--- config.mk ---
export PLATFORM = sky130hd
export DESIGN_NAME = i2c_master_event_sequencer
export DESIGN_NICKNAME = d
export VERILOG_FILES = /design/src/i2c_master_event_pkg.sv /design/src/i2c_master_event_sequencer.sv
export SDC_FILE = /design/constraint.sdc
export NUM_CORES = 1
export LEC_CHECK = 0
export ABC_AREA = 1
export BUFFER_PORTS_ARGS = -buffer_cell sky130_fd_sc_hd__buf_2
export CORE_UTILIZATION = 26
export CTS_BUF_LIST = sky130_fd_sc_hd__clkbuf_4
export DETAILED_ROUTE_END_ITERATION = 7
export PLACE_DENSITY = 0.41
export SKIP_LAST_GASP = 1
export SYNTH_ARGS = -nofsm -noshare
export SYNTH_HDL_FRONTEND = slang
export SYNTH_SLANG_ARGS = --single-unit
export TNS_END_PERCENT = 20
--- constraint.sdc ---
create_clock -name clock -period 1.85 [get_ports clock]
set_input_delay 0.37 -clock clock [delete_from_list [all_inputs] [get_ports clock]]
set_output_delay 0.37 -clock clock [all_outputs]
set_load 0.005 [all_outputs]
--- src/i2c_master_event_pkg.sv ---
// Package with register map, field positions and timing constants for the event sequencer
// Summary of operation
// RULE_01 - Transmit buffer write during shifting sets write collision, buffer unchanged
// RULE_02 - Write collision flag stays set until software clears it
// RULE_03 - Event-enable bit writes ignored while any master event runs
// RULE_04 - Transmit write sets buffer full, starts timer, drives MSB, clock low, status set
// RULE_05 - Each timeout toggles clock; next bit driven after clock seen low
// RULE_06 - Slave may stretch clock; high phase timed only after line seen high (the stop high phase is timed from clock release, without this check)
// RULE_07 - Eighth falling edge releases data and clears buffer full flag
// RULE_08 - Ninth falling edge pulses interrupt, clears transmit status, holds clock low
// RULE_09 - Receive enable bit 3 makes eight clocks, sampling data before each fall
// RULE_10 - Software sets event bits only when all five read zero
// RULE_11 - After eighth receive fall: clear enable, load buffer, set full, interrupt
// RULE_12 - Receive full set on buffer load, cleared by software buffer read
// RULE_13 - Byte completing while full sets overflow, new byte discarded
// RULE_14 - Overflow does not block reception; next byte loads after full clears
// RULE_15 - Transmit write during receive, acknowledge, stop or restart sets collision
// RULE_16 - Acknowledge enable bit 4 drives level chosen by acknowledge data bit 5
// RULE_17 - Acknowledge lasts two baud periods, then clears enable and interrupts
// RULE_18 - Stop enable bit 2: data low, then release clock, release data, finish
// RULE_19 - Stop detected sets stop flag bit 4, clears start flag bit 3
// RULE_20 - Restart bit 1: clock low, release data one count, then release clock
// RULE_21 - Restart reloads timer on clock high, both high one count, data low one count
// RULE_22 - Restart completion sets start flag, clears stop flag, enable, interrupts
// RULE_23 - Ninth transmit clock samples slave acknowledge into status bit 15
// RULE_24 - Interrupt is a one-cycle pulse per completed event
package i2c_master_event_pkg;
  // Register offsets on the plain register port
  localparam logic [1:0] ADDR_CONTROL  = 2'h0;
  localparam logic [1:0] ADDR_STATUS   = 2'h1;
  localparam logic [1:0] ADDR_TRANSMIT = 2'h2;
  localparam logic [1:0] ADDR_RECEIVE  = 2'h3;
  // Control register fields
  localparam int CON_RESTART = 1;
  localparam int CON_STOP    = 2;
  localparam int CON_RECEIVE = 3;
  localparam int CON_ACK     = 4;
  localparam int CON_ACKDATA = 5;
  localparam logic [4:0] EVENT_BITS_MASK = 5'h1E;
  // Status register fields
  localparam int STAT_TXFULL   = 0;
  localparam int STAT_RXFULL   = 1;
  localparam int STAT_START    = 3;
  localparam int STAT_STOP     = 4;
  localparam int STAT_OVERFLOW = 6;
  localparam int STAT_WCOL     = 7;
  localparam int STAT_TRANSMIT_STATUS_FLAG   = 14;
  localparam int STAT_ACKNOWLEDGE_STATUS_FLAG  = 15;
  // Reset values, bit indices and the one-count timer step
  localparam logic [15:0] STATUS_RESET  = 16'h0000;
  localparam logic [15:0] BAUD_RESET    = 16'h0004;
  localparam logic [3:0]  LAST_BIT      = 4'h7;
  localparam logic [3:0]  ACK_BIT       = 4'h8;
  localparam logic [15:0] COUNT_ONE     = 16'h0001;
  typedef enum logic [3:0] {
    IDLE       = 4'h0,
    TX_LOW     = 4'h1,
    TX_HIGH    = 4'h2,
    RX_LOW     = 4'h3,
    RX_HIGH    = 4'h4,
    ACK_LOW    = 4'h5,
    ACK_HIGH   = 4'h6,
    STOP_A     = 4'h7,
    STOP_B     = 4'h8,
    STOP_C     = 4'h9,
    RS_CLK_LOW = 4'hA,
    RS_SDA_REL = 4'hB,
    RS_BOTH_HI = 4'hC,
    RS_SDA_LOW = 4'hD
  } phase_e;
endpackage

--- src/i2c_master_event_sequencer.sv ---
// Master event sequencer: register port, baud timer, bus event state machine
//
// Added by the designer: the plain strobed port and the placing of the registers.
`timescale 1ns/1ps
module i2c_master_event_sequencer
  import i2c_master_event_pkg::*;
(
  input  wire logic        clock,
  input  wire logic        rst_b,
  input  wire logic [1:0]  address,
  input  wire logic [15:0] write_data,
  input  wire logic        write_strobe,
  input  wire logic        read_strobe,
  output logic      [15:0] read_data,
  input  wire logic [15:0] baud_count_period,
  input  wire logic        scl_in,
  output logic             scl_out,
  output logic             scl_oe,
  input  wire logic        sda_in,
  output logic             sda_out,
  output logic             sda_oe,
  output logic             master_event_interrupt
);

  typedef struct packed {
    logic [1:0]  scl_sync;
    logic [1:0]  sda_sync;
    phase_e      phase;
    logic [15:0] baud_count;
    logic        timer_run;
    logic [3:0]  bit_count;
    logic        clock_seen_low;
    logic [5:0]  control_register;
    logic [15:0] status_register;
    logic [7:0]  transmit_buffer;
    logic [7:0]  receive_shift_register;
    logic [7:0]  receive_buffer;
    logic [15:0] read_data;
    logic        scl_low;
    logic        sda_low;
    logic        interrupt;
  } state_s;

  state_s cur;
  state_s next_cur;

  // Baud timer reload helper
  function automatic logic [15:0] reload(input logic [15:0] period);
    reload = (period == 16'h0000) ? COUNT_ONE : period;
  endfunction

  logic scl_hi;
  logic sda_hi;
  logic timeout;
  logic busy;
  assign scl_hi  = cur.scl_sync[1];
  assign sda_hi  = cur.sda_sync[1];
  assign timeout = cur.timer_run && (cur.baud_count == COUNT_ONE);
  assign busy    = (cur.phase != IDLE);

  // Next-state logic for the whole block
  always_comb begin
    next_cur = cur;
    next_cur.scl_sync = {cur.scl_sync[0], scl_in};
    next_cur.sda_sync = {cur.sda_sync[0], sda_in};
    next_cur.interrupt = 1'b0; // RULE_24
    next_cur.read_data = 16'h0000;
    if (cur.timer_run && !timeout) begin
      next_cur.baud_count = cur.baud_count - COUNT_ONE;
    end
    // Register reads; a receive buffer read clears the full flag
    if (read_strobe) begin
      unique case (address)
        ADDR_CONTROL:  next_cur.read_data = {10'h000, cur.control_register};
        ADDR_STATUS:   next_cur.read_data = cur.status_register;
        ADDR_TRANSMIT: next_cur.read_data = {8'h00, cur.transmit_buffer};
        ADDR_RECEIVE: begin
          next_cur.read_data = {8'h00, cur.receive_buffer};
          next_cur.status_register[STAT_RXFULL] = 1'b0; // RULE_12
        end
      endcase
    end
    // Register writes
    if (write_strobe) begin
      unique case (address)
        ADDR_CONTROL: begin
          next_cur.control_register[CON_ACKDATA] = write_data[CON_ACKDATA];
          if (!busy) begin // RULE_03
            next_cur.control_register[4:0] = write_data[4:0] & EVENT_BITS_MASK;
          end
        end
        ADDR_STATUS: begin
          // Software clears only the sticky error flags by writing zero
          if (!write_data[STAT_WCOL]) begin
            next_cur.status_register[STAT_WCOL] = 1'b0; // RULE_02
          end
          if (!write_data[STAT_OVERFLOW]) begin
            next_cur.status_register[STAT_OVERFLOW] = 1'b0;
          end
        end
        ADDR_TRANSMIT: begin
          if (busy) begin
            next_cur.status_register[STAT_WCOL] = 1'b1; // RULE_01 RULE_15
          end else begin
            next_cur.transmit_buffer = write_data[7:0];
            next_cur.status_register[STAT_TXFULL] = 1'b1; // RULE_04
            next_cur.status_register[STAT_TRANSMIT_STATUS_FLAG] = 1'b1;
            next_cur.phase = TX_LOW;
            next_cur.bit_count = 4'h0;
            next_cur.scl_low = 1'b1;
            next_cur.sda_low = ~write_data[7];
            next_cur.clock_seen_low = 1'b1;
            next_cur.timer_run = 1'b1;
            next_cur.baud_count = reload(baud_count_period);
          end
        end
        default: begin
        end
      endcase
    end
    // Event launch from the control bits, only when idle
    if (!busy && !(write_strobe && address == ADDR_TRANSMIT)) begin
      if (cur.control_register[CON_RECEIVE]) begin // RULE_09
        next_cur.phase = RX_LOW;
        next_cur.bit_count = 4'h0;
        next_cur.scl_low = 1'b1;
        next_cur.sda_low = 1'b0;
        next_cur.timer_run = 1'b1;
        next_cur.baud_count = reload(baud_count_period);
      end else if (cur.control_register[CON_ACK]) begin // RULE_16
        next_cur.phase = ACK_LOW;
        next_cur.scl_low = 1'b1;
        next_cur.sda_low = ~cur.control_register[CON_ACKDATA];
        next_cur.timer_run = 1'b1;
        next_cur.baud_count = reload(baud_count_period);
      end else if (cur.control_register[CON_STOP]) begin // RULE_18
        next_cur.phase = STOP_A;
        next_cur.scl_low = 1'b1;
        next_cur.sda_low = 1'b1;
        next_cur.timer_run = 1'b1;
        next_cur.baud_count = reload(baud_count_period);
      end else if (cur.control_register[CON_RESTART]) begin // RULE_20
        next_cur.phase = RS_CLK_LOW;
        next_cur.scl_low = 1'b1;
        next_cur.timer_run = 1'b0;
      end
    end
    // Bus event state machine
    unique case (cur.phase)
      IDLE: begin
      end
      TX_LOW: begin
        // Next bit placed only once the clock is seen low
        if (!scl_hi && !cur.clock_seen_low) begin // RULE_05
          next_cur.clock_seen_low = 1'b1;
          if (cur.bit_count == ACK_BIT) begin
            next_cur.sda_low = 1'b0; // RULE_07
            next_cur.status_register[STAT_TXFULL] = 1'b0;
          end else begin
            next_cur.sda_low = ~cur.transmit_buffer[LAST_BIT[2:0] - cur.bit_count[2:0]];
          end
        end
        if (timeout) begin
          next_cur.scl_low = 1'b0; // RULE_05
          next_cur.timer_run = 1'b0;
          next_cur.phase = TX_HIGH;
        end
      end
      TX_HIGH: begin
        // Stretch: timer waits for the line to read high
        if (!cur.timer_run && scl_hi) begin // RULE_06
          next_cur.timer_run = 1'b1;
          next_cur.baud_count = reload(baud_count_period);
        end
        if (timeout) begin
          next_cur.scl_low = 1'b1;
          next_cur.clock_seen_low = 1'b0;
          if (cur.bit_count == ACK_BIT) begin
            next_cur.status_register[STAT_ACKNOWLEDGE_STATUS_FLAG] = sda_hi; // RULE_23
            next_cur.status_register[STAT_TRANSMIT_STATUS_FLAG] = 1'b0; // RULE_08
            next_cur.interrupt = 1'b1;
            next_cur.timer_run = 1'b0;
            next_cur.phase = IDLE;
          end else begin
            next_cur.bit_count = cur.bit_count + 4'h1;
            next_cur.baud_count = reload(baud_count_period);
            next_cur.phase = TX_LOW;
          end
        end
      end
      RX_LOW: begin
        if (timeout) begin
          next_cur.scl_low = 1'b0;
          next_cur.timer_run = 1'b0;
          next_cur.phase = RX_HIGH;
        end
      end
      RX_HIGH: begin
        if (!cur.timer_run && scl_hi) begin // RULE_06
          next_cur.timer_run = 1'b1;
          next_cur.baud_count = reload(baud_count_period);
        end
        if (timeout) begin
          // Sample just before driving the falling edge
          next_cur.receive_shift_register = {cur.receive_shift_register[6:0], sda_hi}; // RULE_09
          next_cur.scl_low = 1'b1;
          if (cur.bit_count == LAST_BIT) begin
            next_cur.control_register[CON_RECEIVE] = 1'b0; // RULE_11
            next_cur.interrupt = 1'b1;
            next_cur.timer_run = 1'b0;
            next_cur.phase = IDLE;
            if (cur.status_register[STAT_RXFULL] && !(read_strobe && address == ADDR_RECEIVE)) begin
              next_cur.status_register[STAT_OVERFLOW] = 1'b1; // RULE_13
            end else begin
              next_cur.receive_buffer = {cur.receive_shift_register[6:0], sda_hi}; // RULE_14
              next_cur.status_register[STAT_RXFULL] = 1'b1; // RULE_12
            end
          end else begin
            next_cur.bit_count = cur.bit_count + 4'h1;
            next_cur.baud_count = reload(baud_count_period);
            next_cur.phase = RX_LOW;
          end
        end
      end
      ACK_LOW: begin
        if (timeout) begin
          next_cur.scl_low = 1'b0;
          next_cur.timer_run = 1'b0;
          next_cur.phase = ACK_HIGH;
        end
      end
      ACK_HIGH: begin
        if (!cur.timer_run && scl_hi) begin // RULE_06
          next_cur.timer_run = 1'b1;
          next_cur.baud_count = reload(baud_count_period);
        end
        if (timeout) begin
          next_cur.scl_low = 1'b1;
          next_cur.sda_low = 1'b0;
          next_cur.control_register[CON_ACK] = 1'b0; // RULE_17
          next_cur.interrupt = 1'b1;
          next_cur.timer_run = 1'b0;
          next_cur.phase = IDLE;
        end
      end
      STOP_A: begin
        if (timeout) begin
          next_cur.scl_low = 1'b0; // RULE_18
          next_cur.baud_count = reload(baud_count_period);
          next_cur.phase = STOP_B;
        end
      end
      STOP_B: begin
        if (timeout) begin
          next_cur.sda_low = 1'b0; // RULE_18
          next_cur.baud_count = reload(baud_count_period);
          next_cur.phase = STOP_C;
        end
      end
      STOP_C: begin
        if (timeout) begin
          next_cur.status_register[STAT_STOP] = 1'b1; // RULE_19
          next_cur.status_register[STAT_START] = 1'b0;
          next_cur.control_register[CON_STOP] = 1'b0;
          next_cur.interrupt = 1'b1;
          next_cur.timer_run = 1'b0;
          next_cur.phase = IDLE;
        end
      end
      RS_CLK_LOW: begin
        if (!scl_hi) begin // RULE_20
          next_cur.sda_low = 1'b0;
          next_cur.timer_run = 1'b1;
          next_cur.baud_count = reload(baud_count_period);
          next_cur.phase = RS_SDA_REL;
        end
      end
      RS_SDA_REL: begin
        if (timeout && sda_hi) begin // RULE_20
          next_cur.scl_low = 1'b0;
          next_cur.timer_run = 1'b0;
          next_cur.phase = RS_BOTH_HI;
        end
      end
      RS_BOTH_HI: begin
        if (!cur.timer_run && scl_hi) begin // RULE_21
          next_cur.timer_run = 1'b1;
          next_cur.baud_count = reload(baud_count_period);
        end
        if (timeout) begin
          next_cur.sda_low = 1'b1; // RULE_21
          next_cur.baud_count = reload(baud_count_period);
          next_cur.phase = RS_SDA_LOW;
        end
      end
      RS_SDA_LOW: begin
        if (timeout) begin
          next_cur.status_register[STAT_START] = 1'b1; // RULE_22
          next_cur.status_register[STAT_STOP] = 1'b0;
          next_cur.control_register[CON_RESTART] = 1'b0;
          next_cur.interrupt = 1'b1;
          next_cur.timer_run = 1'b0;
          next_cur.phase = IDLE;
        end
      end
      default: begin
        next_cur.phase = IDLE;
      end
    endcase
  end

  // State register; lines idle released after reset
  always_ff @(posedge clock or negedge rst_b) begin
    if (!rst_b) begin
      cur <= '{scl_sync: 2'h3, sda_sync: 2'h3, phase: IDLE, baud_count: BAUD_RESET,
               timer_run: 1'b0, bit_count: 4'h0, clock_seen_low: 1'b0,
               control_register: 6'h00, status_register: STATUS_RESET,
               transmit_buffer: 8'h00, receive_shift_register: 8'h00,
               receive_buffer: 8'h00, read_data: 16'h0000, scl_low: 1'b0,
               sda_low: 1'b0, interrupt: 1'b0};
    end else begin
      cur <= next_cur;
    end
  end

  // Open-drain outputs: drive low only, enable marks driving
  assign read_data              = cur.read_data;
  assign scl_out                = 1'b0;
  assign scl_oe                 = cur.scl_low;
  assign sda_out                = 1'b0;
  assign sda_oe                 = cur.sda_low;
  assign master_event_interrupt = cur.interrupt;

endmodule

==> summary.txt, run 1 <==
Clock tree
  – CTS H-tree depth: 3
  – CTS Buffer Depth: 2
  – Root Buffer: clkbuf_4
  – Clock sinks: between 70 and 80
  – Clock Pin Slew Worst Setup and Hold Paths: 150 ps
  – Worst-Skew Late Latency: 480 ps
  – CTS Buf Count: 9
  – TritonCTS clock tree: built

Timing
  – Count of pins over their slew limit: 0
  – Endpoints failing hold: 0
  – Final setup fails: 46
  – Hold_ws: about 110 ps
  – Fmax: 496 MHz
  – Setup Skew: ~19 ps
  – Final Cycle Share: 1.09
  – Final worst setup slack: -166 ps
  – Worst slew margin: 0.558
  – RSZ-0062 raised after global routing: true
  – Slew @ Worst Pin: approximately 660 ps
  – Crit path time final: around 2000 ps

Drt
  – Post-route ant nets: 0
  – Final wirelength: 21100 µm
  – DRC: 0
  – 1st-pass router iterations: 4
  – Routed vias: ~6100
  – Starting DRT DRC Count: 380
  – Routed length per instance: around 16 µm
  – DR vias/cell: around 4.6

Setup path
  – CP Class: flip-flop to flip-flop
  – Worst setup SP type: flip-flop
  – FF-to-FF End: cur[90]
  – Worst R2R Path Depth: 13
  – Crit-path max FO: 7
  – WP data arrival: ~2400 ps
  – CP cell instances: nor2_8, nand2_8, inv_4, nand2_4, a21oi_4, inv_4, nand2_8, buf_8, buf_12, o21ai_2, o21ai_0, nor2_1, o2111ai_1
  – Reg2Reg Setup Slack: -170 ps
  – Req. time, crit path: roughly 2200 ps
  – Slowest CP cell: dfrtp_2
  – Worst r2r src: cur[87]
  – Buf/Inv on CP: 4
  – Largest delay share family, worst path: compound AO/OA/AOI/OAI gates
  – Critical path capture point type: flip-flop
  – Slowest stage delay, CP: a little under 500 ps

Run status
  – Failing checks: negative setup slack
  – Status: complete, but fails checks

Place
  – Final RePlAce weighted congestion: about 0.89
  – Port Buffers: between 40 and 50
  – Placed Area: around 0.0074 mm²
  – Setup WS pre-CTS: -290 ps
  – Hpwl dp: 16100 µm

Floorplanning
  – Floorplan die width: ~150 µm
  – Starting Density: 0.266
  – Die height: between 150 and 200 µm
  – Site Rows: 54
  – IO Count: ~60
  – Core area: approximately 0.022 mm²
  – Die area: ~0.023 mm²

Synth
  – Synth unique cells: 56
  – Post-synth EDFFs: 0
  – Synthesized area: about 0.0058 mm²
  – Syn avg cell area: about 7 µm²
  – Primary FF master, synth: dfrtp_1
  – Ys Warns: 0
  – Cells after Synth: just over 800
  – FFs w/ async S/R, synth: 1.00
  – Sequential element share of the synthesized area: 0.341
  – Seq cells post-synth: ~80

Run
  – Maxcap violations: 0

Global route
  – Vias in the first global route: between 5000 and 6000
  – Initial antenna violation count: 1
  – GRT Overall Usage: 0.191
  – Largest net degree at the start of global routing: 46
  – First-pass GRT wire length: between 30000 and 40000 µm
  – Gr ovfl total: 0

Min path
  – Worst Hold End: cur[35]
  – Worst hold path class: primary input to flip-flop
  – Hold Crit Depth: 3
  – Beginning of the worst hold path: write_data[0]

Power
  – Power Internal: approximately 0.0068 W
  – Clock network power share: 0.100
  – Worst IR drop on VDD: 0.482 mV
  – Leak Pwr: 4.14 nW
  – Pwr dens: around 1600 mW/mm²
  – Switching share of power: 0.485
  – Final Power: 0.0131 W
  – Logic pwr share: 0.700
  – Switching pwr: between 0.006 and 0.007 W
  – Flop pwr share: 0.199

Layout
  – Utilization after layout: 0.379
  – Share of cells above drive strength 1: 0.391
  – Fin nets: between 1000 and 1500
  – P&R area growth vs syn: 42.7%
  – Layout fillers: roughly 2300
  – Post-route cell area: about 0.0083 mm²
==> how the worst max path moves through the flow <==
stage / from / to / slack, ps / depth (start not counted)
finish: cur[87] / cur[90] / -170 / 13
global route: cur[72] / cur[84] / -290 / 13
CTS: cur[83] / cur[84] / -180 / 13
detailed placement: cur[88] / cur[81] / -290 / 13
global placement: cur[75] / cur[78] / -270 / 13
floorplan: cur[72] / cur[74] / 20 / 13
==> sequential cells by signal, summed over array words and instances (netlist names) <==
name and count:
cur 66, scl_oe 1, sda_oe 1, read_data 10
master_event_interrupt 1
==> per-layer routing <==
layer / up-vias / part of all wire / track usage / wire length (µm)
met5: - / 0 / 0 / 0
met1: 2876 / 0.50 / 0.276 / 10500
met3: 26 / 0.040 / 0.0266 / 846
met2: 138 / 0.45 / 0.296 / 9460
li1: 3108 / - / - / -
met4: 0 / 0.015 / 0.0500 / 309
==> final cells by class <==
cell class	count	area, µm²	share of cell area
Clock buffer	9	67.6	0.00813
Tap cell	280	350	0.0422
Sequential cell	79	1990	0.240
Clock inverter	7	103	0.0124
Antenna cell	1	2.50	0.000301
Inverter	115	447	0.0538
Multi-Input combinational cell	605	3590	0.432
Timing Repair Buffer	231	1760	0.212
==> worst min-delay path: stages <==
cell,delay [ps]
buf_2,80
nand2_1,40
o21ai_0,70
==> what timing repair did <==
| action | in CTS | in global routing |
|---|---|---|
| setup buffers | 14 | 7 |
| setup endpoints to repair | 38 | 52 |
| hold buffers | 3 | 0 |
| resized for setup | 89 | 48 |
| pin swaps | 28 | 27 |
| cloned | 2 | 1 |
| hold endpoints to repair | 20 | 0 |
==> stage by stage <==
| stage | setup TNS [ps] | instances |
|---|---|---|
| after global placement | -6850 | 1283 |
| after floorplan | 0 | 836 |
| final | -4390 | 1327 |
| after CTS | -5040 | 1318 |
| after global routing | -10330 | 1327 |
| after detailed placement | -6770 | 1283 |
==> cells by family (layout without fill, tap and decap cells) <==
logic type,Yosys count,after routing,synth area share
muxes,1,1,0.00193
buffers and inverters,154,362,0.123
adders and majority gates,4,4,0.00860
xor gates and xnor gates,10,10,0.0150
AOI/OAI and AO/OA,171,172,0.176
other,1,9,0.000644
DFF,79,79,0.341
and+or+nand+nor,409,410,0.333
==> power by group through the flow <==
stage / clock (W) / combinational [W] / sequential [W]
6_report: 0.00132 / 0.00919 / 0.00262
2_1_floorplan: 0 / 0.00497 / 0.00253
5_1_grt: 0.00143 / 0.0101 / 0.00268
3_3_place_gp: 0 / 0.00804 / 0.00259
3_5_place_dp: 0 / 0.00802 / 0.00261
4_1_cts: 0.00137 / 0.00878 / 0.00262
==> Yosys cell counts, types with 2 or more instances <==
cell type | count | share of area
a31oi_1 | 3 | 0.0032
a22oi_1 | 3 | 0.0039
a21oi_1 | 44 | 0.038
nor2_8 | 2 | 0.0069
o21ai_0 | 56 | 0.048
o22ai_1 | 5 | 0.0054
nand3b_1 | 3 | 0.0039
nor3_1 | 7 | 0.0060
a221oi_1 | 3 | 0.0045
nor2_2 | 7 | 0.0075
nand2_4 | 6 | 0.012
dfstp_2 | 5 | 0.023
o21ai_1 | 19 | 0.016
xor2_1 | 6 | 0.0090
ha_1 | 4 | 0.0086
inv_2 | 15 | 0.0097
a211oi_1 | 4 | 0.0052
o2111ai_1 | 3 | 0.0045
buf_6 | 2 | 0.0039
nand3_1 | 65 | 0.056
o31ai_1 | 2 | 0.0026
a21oi_2 | 6 | 0.0090
nand2_2 | 13 | 0.014
buf_4 | 22 | 0.028
nand2_1 | 208 | 0.13
nor2_1 | 74 | 0.048
inv_1 | 98 | 0.063
nand3_4 | 4 | 0.012
clkbuf_1 | 5 | 0.0032
xnor2_1 | 4 | 0.0060
nor3_2 | 2 | 0.0034
nor2_4 | 5 | 0.0097
o211ai_2 | 3 | 0.0065
nand3_2 | 10 | 0.017
dfrtp_1 | 74 | 0.32
o211ai_1 | 8 | 0.010
buf_2 | 7 | 0.0060
o21ai_2 | 4 | 0.0060
==> layout by cell type, fill, tap and decap left out, drive strengths merged, types with 6 or more instances in the layout <==
cell    netlist  layout
a21oi        51      52
buf          33     227
clkbuf        6      10
conb          1       8
dfrtp        74      74
inv         114     116
nand2       227     228
nand3        79      79
nor2         88      88
nor3          9       9
o211ai       11      11
o21ai        79      79
xor2          6       6
(Power assumes the default switching activity.)
==> run 2: changes to the inputs <==
--- a/config.mk
+++ b/config.mk
@@ -7,6 +7,7 @@
 export LEC_CHECK = 0
 export ABC_AREA = 1
 export BUFFER_PORTS_ARGS = -buffer_cell sky130_fd_sc_hd__buf_2
+export CORE_MARGIN = 1.5
 export CORE_UTILIZATION = 26
 export CTS_BUF_LIST = sky130_fd_sc_hd__clkbuf_4
 export DETAILED_ROUTE_END_ITERATION = 7
==> summary.txt, run 2 (same netlist as run 1, synthesis figures left out) <==
Global route
  – Vias in the first global route: 5965
  – Initial antenna violation count: 1
  – Gr ovfl total: 0
  – GRT Overall Usage: 0.180
  – Largest net degree at the start of global routing: 32
  – First-pass GRT wire length: roughly 33000 µm

Floorplanning
  – Floorplan die width: around 150 µm
  – IO Count: 61
  – Core area: about 0.022 mm²
  – Starting Density: 0.266
  – Die height: 153 µm
  – Die area: ~0.023 mm²
  – Site Rows: between 50 and 60

Drt
  – Routed vias: 6120
  – DRC: 0
  – DR vias/cell: 4.58
  – 1st-pass router iterations: 5
  – Starting DRT DRC Count: around 410
  – Post-route ant nets: 0
  – Routed length per instance: ~16 µm
  – Final wirelength: 21100 µm

Layout
  – Layout fillers: around 2400
  – Commonest non-fill, non-tap cell in the layout: nand2_1
  – Number of flip-flops in the largest register: 66
  – P&R area growth vs syn: 44.5%
  – Fin nets: between 1000 and 1500
  – Utilization after layout: 0.384
  – Non-Filler Instances: 1336
  – Largest Register: cur
  – Most frequent cells in the layout: nand2_1, buf_4, inv_1
  – Share of cells above drive strength 1: 0.398

Setup path
  – Req. time, crit path: about 2200 ps
  – Slowest CP cell: dfrtp_1
  – CP Class: flip-flop to flip-flop
  – Buf/Inv on CP: 3
  – Crit-path max FO: 9
  – WP data arrival: 2390 ps
  – Worst path depth: 13
  – Worst setup SP type: flip-flop
  – Largest delay share family, worst path: simple AND/OR/NAND/NOR gates
  – Slowest stage delay, CP: 400 ps
  – Worst R2R Path Depth: 13
  – CP cell instances: inv_2, ha_4, nand3_4, nor2_4, buf_6, a21oi_4, buf_4, o211ai_4, nand2_2, o21ai_1, nand3_1, nand2_1, nand3b_1
  – Critical path capture point type: flip-flop

Timing
  – Worst slew margin: 0.497
  – Crit path time final: approximately 2000 ps
  – Endpoints failing hold: 0
  – Count of pins over their slew limit: 0
  – Final Cycle Share: 1.10
  – Final worst setup slack: -188 ps
  – Fmax: 491 MHz
  – Final setup fails: 40
  – Setup Skew: between 20 and 30 ps
  – Hold_ws: around 120 ps
  – Slew @ Worst Pin: 754 ps
  – RSZ-0062 raised after global routing: true

Clock tree
  – Worst-Skew Late Latency: about 480 ps
  – Clock Pin Slew Worst Setup and Hold Paths: 150 ps
  – CTS Buf Count: 9
  – CTS H-tree depth: 3
  – Clock sinks: slightly below 80
  – Root Buffer: clkbuf_4
  – CTS Buffer Depth: 2
  – TritonCTS clock tree: built

Power
  – Logic pwr share: 0.721
  – Power Internal: 0.00699 W
  – Pwr dens: approximately 1600 mW/mm²
  – Clock network power share: 0.087
  – Flop pwr share: 0.192
  – Switching pwr: between 0.006 and 0.007 W
  – Switching share of power: 0.485
  – Worst IR drop on VDD: ~0.47 mV
  – Leak Pwr: 4.17 nW

Min path
  – Worst hold path class: primary input to flip-flop
  – Hold Crit Depth: 3

Place
  – Final RePlAce weighted congestion: about 0.90
  – Port Buffers: 44
  – Placed Cells: about 1300
  – Hpwl dp: 16100 µm

Run status
  – Failing checks: negative setup slack
  – Status: complete, but fails checks

Run
  – Maxcap violations: 0
## run 2: changes by cell type in the layout (fill, tap and decap cells not counted), sizes merged
cell / change
buf: +8
bufinv: -1
clkbuf: +1
clkinv: -1
clkinvlp: +1
inv: +1
## run 2: area by class of cell
class | count | area, µm² | share of cell area
Timing Repair Buffer | 240 | 1840 | 0.219
Inverter | 115 | 449 | 0.0534
Sequential cell | 79 | 1990 | 0.236
Multi-Input combinational cell | 605 | 3640 | 0.432
Tap cell | 280 | 350 | 0.0416
Antenna cell | 1 | 2.50 | 0.000297
Clock inverter | 7 | 78.8 | 0.00937
Clock buffer | 9 | 67.6 | 0.00803
## run 2: worst paths after layout
kind | startpoint | endpoint | slack [ps]
min reg2reg | cur[91] | cur[92] | 370
max | cur[72] | cur[77] | -190
max reg2reg | cur[72] | cur[77] | -190
max in group asynchronous | rst_b | cur[73] | 900
min | write_data[0] | cur[35] | 120
min in group asynchronous | rst_b | cur[32] | 340
## run 2: power by group through the flow
stage               registers, W  logic (W)  clock network, W
global placement         0.00260    0.00802                 0
floorplan                0.00253    0.00497                 0
detailed placement       0.00261    0.00799                 0
global route             0.00266     0.0107           0.00130
CTS                      0.00260    0.00875           0.00124
finish                   0.00260    0.00978           0.00118
## run 2: worst min-delay path, delay by kind of cell
kind	cells	cell delay [ps]
AO/OA/AOI/OAI	1	60
buffers and inverters	1	80
AND/OR/NAND/NOR	1	40
## run 2: routing by layer
metal	vias to the layer above	share of wire	wire, µm	track usage
li1	3134	-	-	-
met1	2854	0.49	10400	0.259
met2	119	0.46	9670	0.284
met3	13	0.041	876	0.0262
met4	0	0.0086	182	0.0362
met5	-	0	0	0
## run 2: what timing repair did
| item | 4_1_cts | 5_1_grt |
|---|---|---|
| gates resized for setup | 73 | 73 |
| hold endpoints to repair | 24 | 0 |
| setup endpoints to repair | 39 | 50 |
| gates cloned | 2 | 2 |
| pin swaps | 17 | 37 |
| buffers inserted | 14 | 16 |
| hold buffers | 3 | 0 |
## run 2: through the flow
step	instance area (µm²)	total power, W	worst slack [ps]	TNS, ps
6_report	8410	0.0136	-188	-4210
5_1_grt	8410	0.0147	-338	-10030
4_1_cts	7950	0.0126	-168	-3630
3_5_place_dp	7380	0.0106	-284	-7330
3_3_place_gp	7380	0.0106	-274	-7200
2_1_floorplan	5860	0.00750	18.7	0
==> run 3: changes to the inputs <==
--- a/config.mk
+++ b/config.mk
@@ -5,13 +5,12 @@
 export SDC_FILE = /design/constraint.sdc
 export NUM_CORES = 1
 export LEC_CHECK = 0
-export ABC_AREA = 1
 export BUFFER_PORTS_ARGS = -buffer_cell sky130_fd_sc_hd__buf_2
 export CORE_MARGIN = 1.5
 export CORE_UTILIZATION = 26
 export CTS_BUF_LIST = sky130_fd_sc_hd__clkbuf_4
 export DETAILED_ROUTE_END_ITERATION = 7
-export PLACE_DENSITY = 0.41
+export PLACE_DENSITY = 0.42
 export SKIP_LAST_GASP = 1
 export SYNTH_ARGS = -nofsm -noshare
 export SYNTH_HDL_FRONTEND = slang
==> summary.txt, run 3 <==
Floorplanning
  – Die area: just under 0.02 mm²
  – IO Count: 61
  – Site Rows: 49
  – Die height: 139 µm
  – Core area: ~0.018 mm²
  – Floorplan die width: approximately 140 µm
  – Starting Density: 0.267

Place
  – Placed Cells: about 880
  – Placed Area: 0.00622 mm²
  – Final RePlAce weighted congestion: ~0.90
  – Port Buffers: between 40 and 50
  – Hpwl dp: about 12000 µm

Drt
  – 1st-pass router iterations: 8
  – Starting DRT DRC Count: roughly 340
  – Routed length per instance: roughly 17 µm
  – DR vias/cell: between 5 and 6
  – Post-route ant nets: 0
  – DRC: 5
  – Final wirelength: around 16000 µm
  – Routed vias: roughly 4500

Timing
  – Crit path time final: ~2200 ps
  – Hold_ws: between 100 and 150 ps
  – Slew @ Worst Pin: about 630 ps
  – Final Cycle Share: 1.20
  – Fmax: about 450 MHz
  – Worst slew margin: 0.574
  – Final setup fails: just under 60
  – RSZ-0062 raised after global routing: true
  – Final worst setup slack: -377 ps
  – Setup Skew: a little over 40 ps
  – Count of pins over their slew limit: 0
  – Endpoints failing hold: 0

Setup path
  – Critical path capture point type: flip-flop
  – Req. time, crit path: 2230 ps
  – FF-to-FF End: cur[86]
  – Reg2Reg Setup Slack: -380 ps
  – CP Launch Point: cur[79]
  – CP Class: flip-flop to flip-flop
  – WP data arrival: 2610 ps
  – CP Capture Point: cur[86]
  – Worst r2r src: cur[79]
  – Worst setup SP type: flip-flop
  – Crit-path max FO: 6
  – Worst R2R Path Depth: 7

Layout
  – Utilization after layout: 0.378
  – P&R area growth vs syn: 41.9%
  – Area occupied by multi-input gates: just under 0.003 mm²
  – Most frequent cells in the layout: buf_4, dfrtp_1, nor2_1
  – Sequential Area: 0.00199 mm²
  – Share of cells above drive strength 1: 0.455
  – Fin nets: between 700 and 800
  – Layout fillers: about 1800
  – Largest Register: cur
  – Number of flip-flops in the largest register: 66
  – Non-Filler Instances: 909
  – Post-route cell area: approximately 0.0068 mm²
  – Commonest non-fill, non-tap cell in the layout: buf_4

Synth
  – Syn avg cell area: ~9.5 µm²
  – Sequential element share of the synthesized area: 0.411
  – Most frequent cells after synthesis: dfrtp_1, nor2_1, nand2_1
  – Top-count cell post-synth: dfrtp_1
  – Post-synth EDFFs: 0
  – Ys Warns: 0
  – Primary FF master, synth: dfrtp_1
  – Synthesized area: between 0.004 and 0.005 mm²
  – Synth unique cells: 73
  – Seq cells post-synth: just under 80
  – FFs w/ async S/R, synth: 1.00
  – Share of the synthesized area in the top cell type: 0.384
  – Cells after Synth: between 500 and 600
  – Synth area leader: dfrtp_1
  – Synth top area cells: dfrtp_1, mux2_2, nor2_1, a21oi_1, nand2_1

Power
  – Worst IR drop on VDD: roughly 0.32 mV
  – Leak Pwr: roughly 3.1 nW
  – Pwr dens: roughly 650 mW/mm²

Clock tree
  – TritonCTS clock tree: built
  – CTS Buffer Depth: 2
  – Clock Pin Slew Worst Setup and Hold Paths: 160 ps
  – CTS H-tree depth: 3
  – Root Buffer: clkbuf_4
  – Worst-Skew Late Latency: between 400 and 500 ps
  – CTS Buf Count: 9
  – Clock sinks: 79

Global route
  – Gr ovfl total: 0
  – Vias in the first global route: between 4000 and 5000
  – GRT Overall Usage: 0.165
  – Largest net degree at the start of global routing: 34
  – First-pass GRT wire length: between 20000 and 30000 µm
  – Initial antenna violation count: 1

Run status
  – Status: complete, but fails checks
  – Failing checks: design-rule violations, negative setup slack

Min path
  – Worst hold path class: primary input to flip-flop

Run
  – Maxcap violations: 0
## run 3: area by class of cell
type	instances	area share
Antenna cell	1	0.000366
Clock buffer	10	0.0110
Clock inverter	6	0.0134
Inverter	11	0.00604
Multi-Input combinational cell	382	0.422
Sequential cell	79	0.290
Tap cell	229	0.0419
Timing Repair Buffer	191	0.215
## run 3: how the worst min path moves through the flow
stage | start | end | slack (ps) | depth (start not counted)
floorplan | rst_b | cur[19] | 70 | 0
global placement | cur[93] | cur[94] | 350 | 0
detailed placement | cur[93] | cur[94] | 350 | 0
CTS | write_data[0] | cur[35] | 100 | 2
global route | write_data[5] | cur[40] | 110 | 2
finish | write_data[0] | cur[35] | 140 | 2
## run 3: kinds of logic after synthesis
family,after synthesis,share of synthesized area
adder cells (fa/ha/maj),4,0.0104
other,1,0.000778
multiplexers,41,0.106
AND/OR/NAND/NOR,195,0.219
XOR/XNOR,14,0.0254
buffers and inverters,52,0.0589
AO/OA/AOI/OAI,120,0.168
flip-flops,79,0.411
## run 3: repair_timing
action                                 in CTS  in global routing
hold buffers                                3                  0
pin swaps                                  16                 19
gates resized for setup                    27                 45
endpoints found under the hold margin      31                  0
buffers inserted                            8                  6
cloned                                      0                  1
setup endpoints to repair                  59                 62
## run 3: worst max-delay path: stages (launching register included)
cell and delay, ps:
dfrtp_1 420, or4b_4 580, nor2_4 200, nand4_1 190
xor2_2 240, a32oi_1 130, o21a_1 170, a211o_1 220
## run 3: power by group
part	switching, W	internal, W	total [W]
Clock	0.000682	0.000575	0.00126
Combinational	0.000523	0.000600	0.00112
Sequential	0.000171	0.00191	0.00208
## run 3: routing by layer
| metal | up-vias | share of wire | GRT usage |
|---|---|---|---|
| li1 | 2153 | - | - |
| met1 | 2259 | 0.48 | 0.228 |
| met3 | 22 | 0.038 | 0.0276 |
| met4 | 0 | 0.020 | 0.0526 |
| met5 | - | 0 | 0 |
| met2 | 114 | 0.47 | 0.261 |
## run 3: metrics by stage
step / TNS [ps] / total power [W] / worst slack, ps
after floorplan: -4630 / 0.00261 / -200
after global placement: -12590 / 0.00310 / -398
after detailed placement: -13540 / 0.00311 / -393
after CTS: -13040 / 0.00443 / -368
after global routing: -19250 / 0.00470 / -488
final: -14150 / 0.00446 / -377
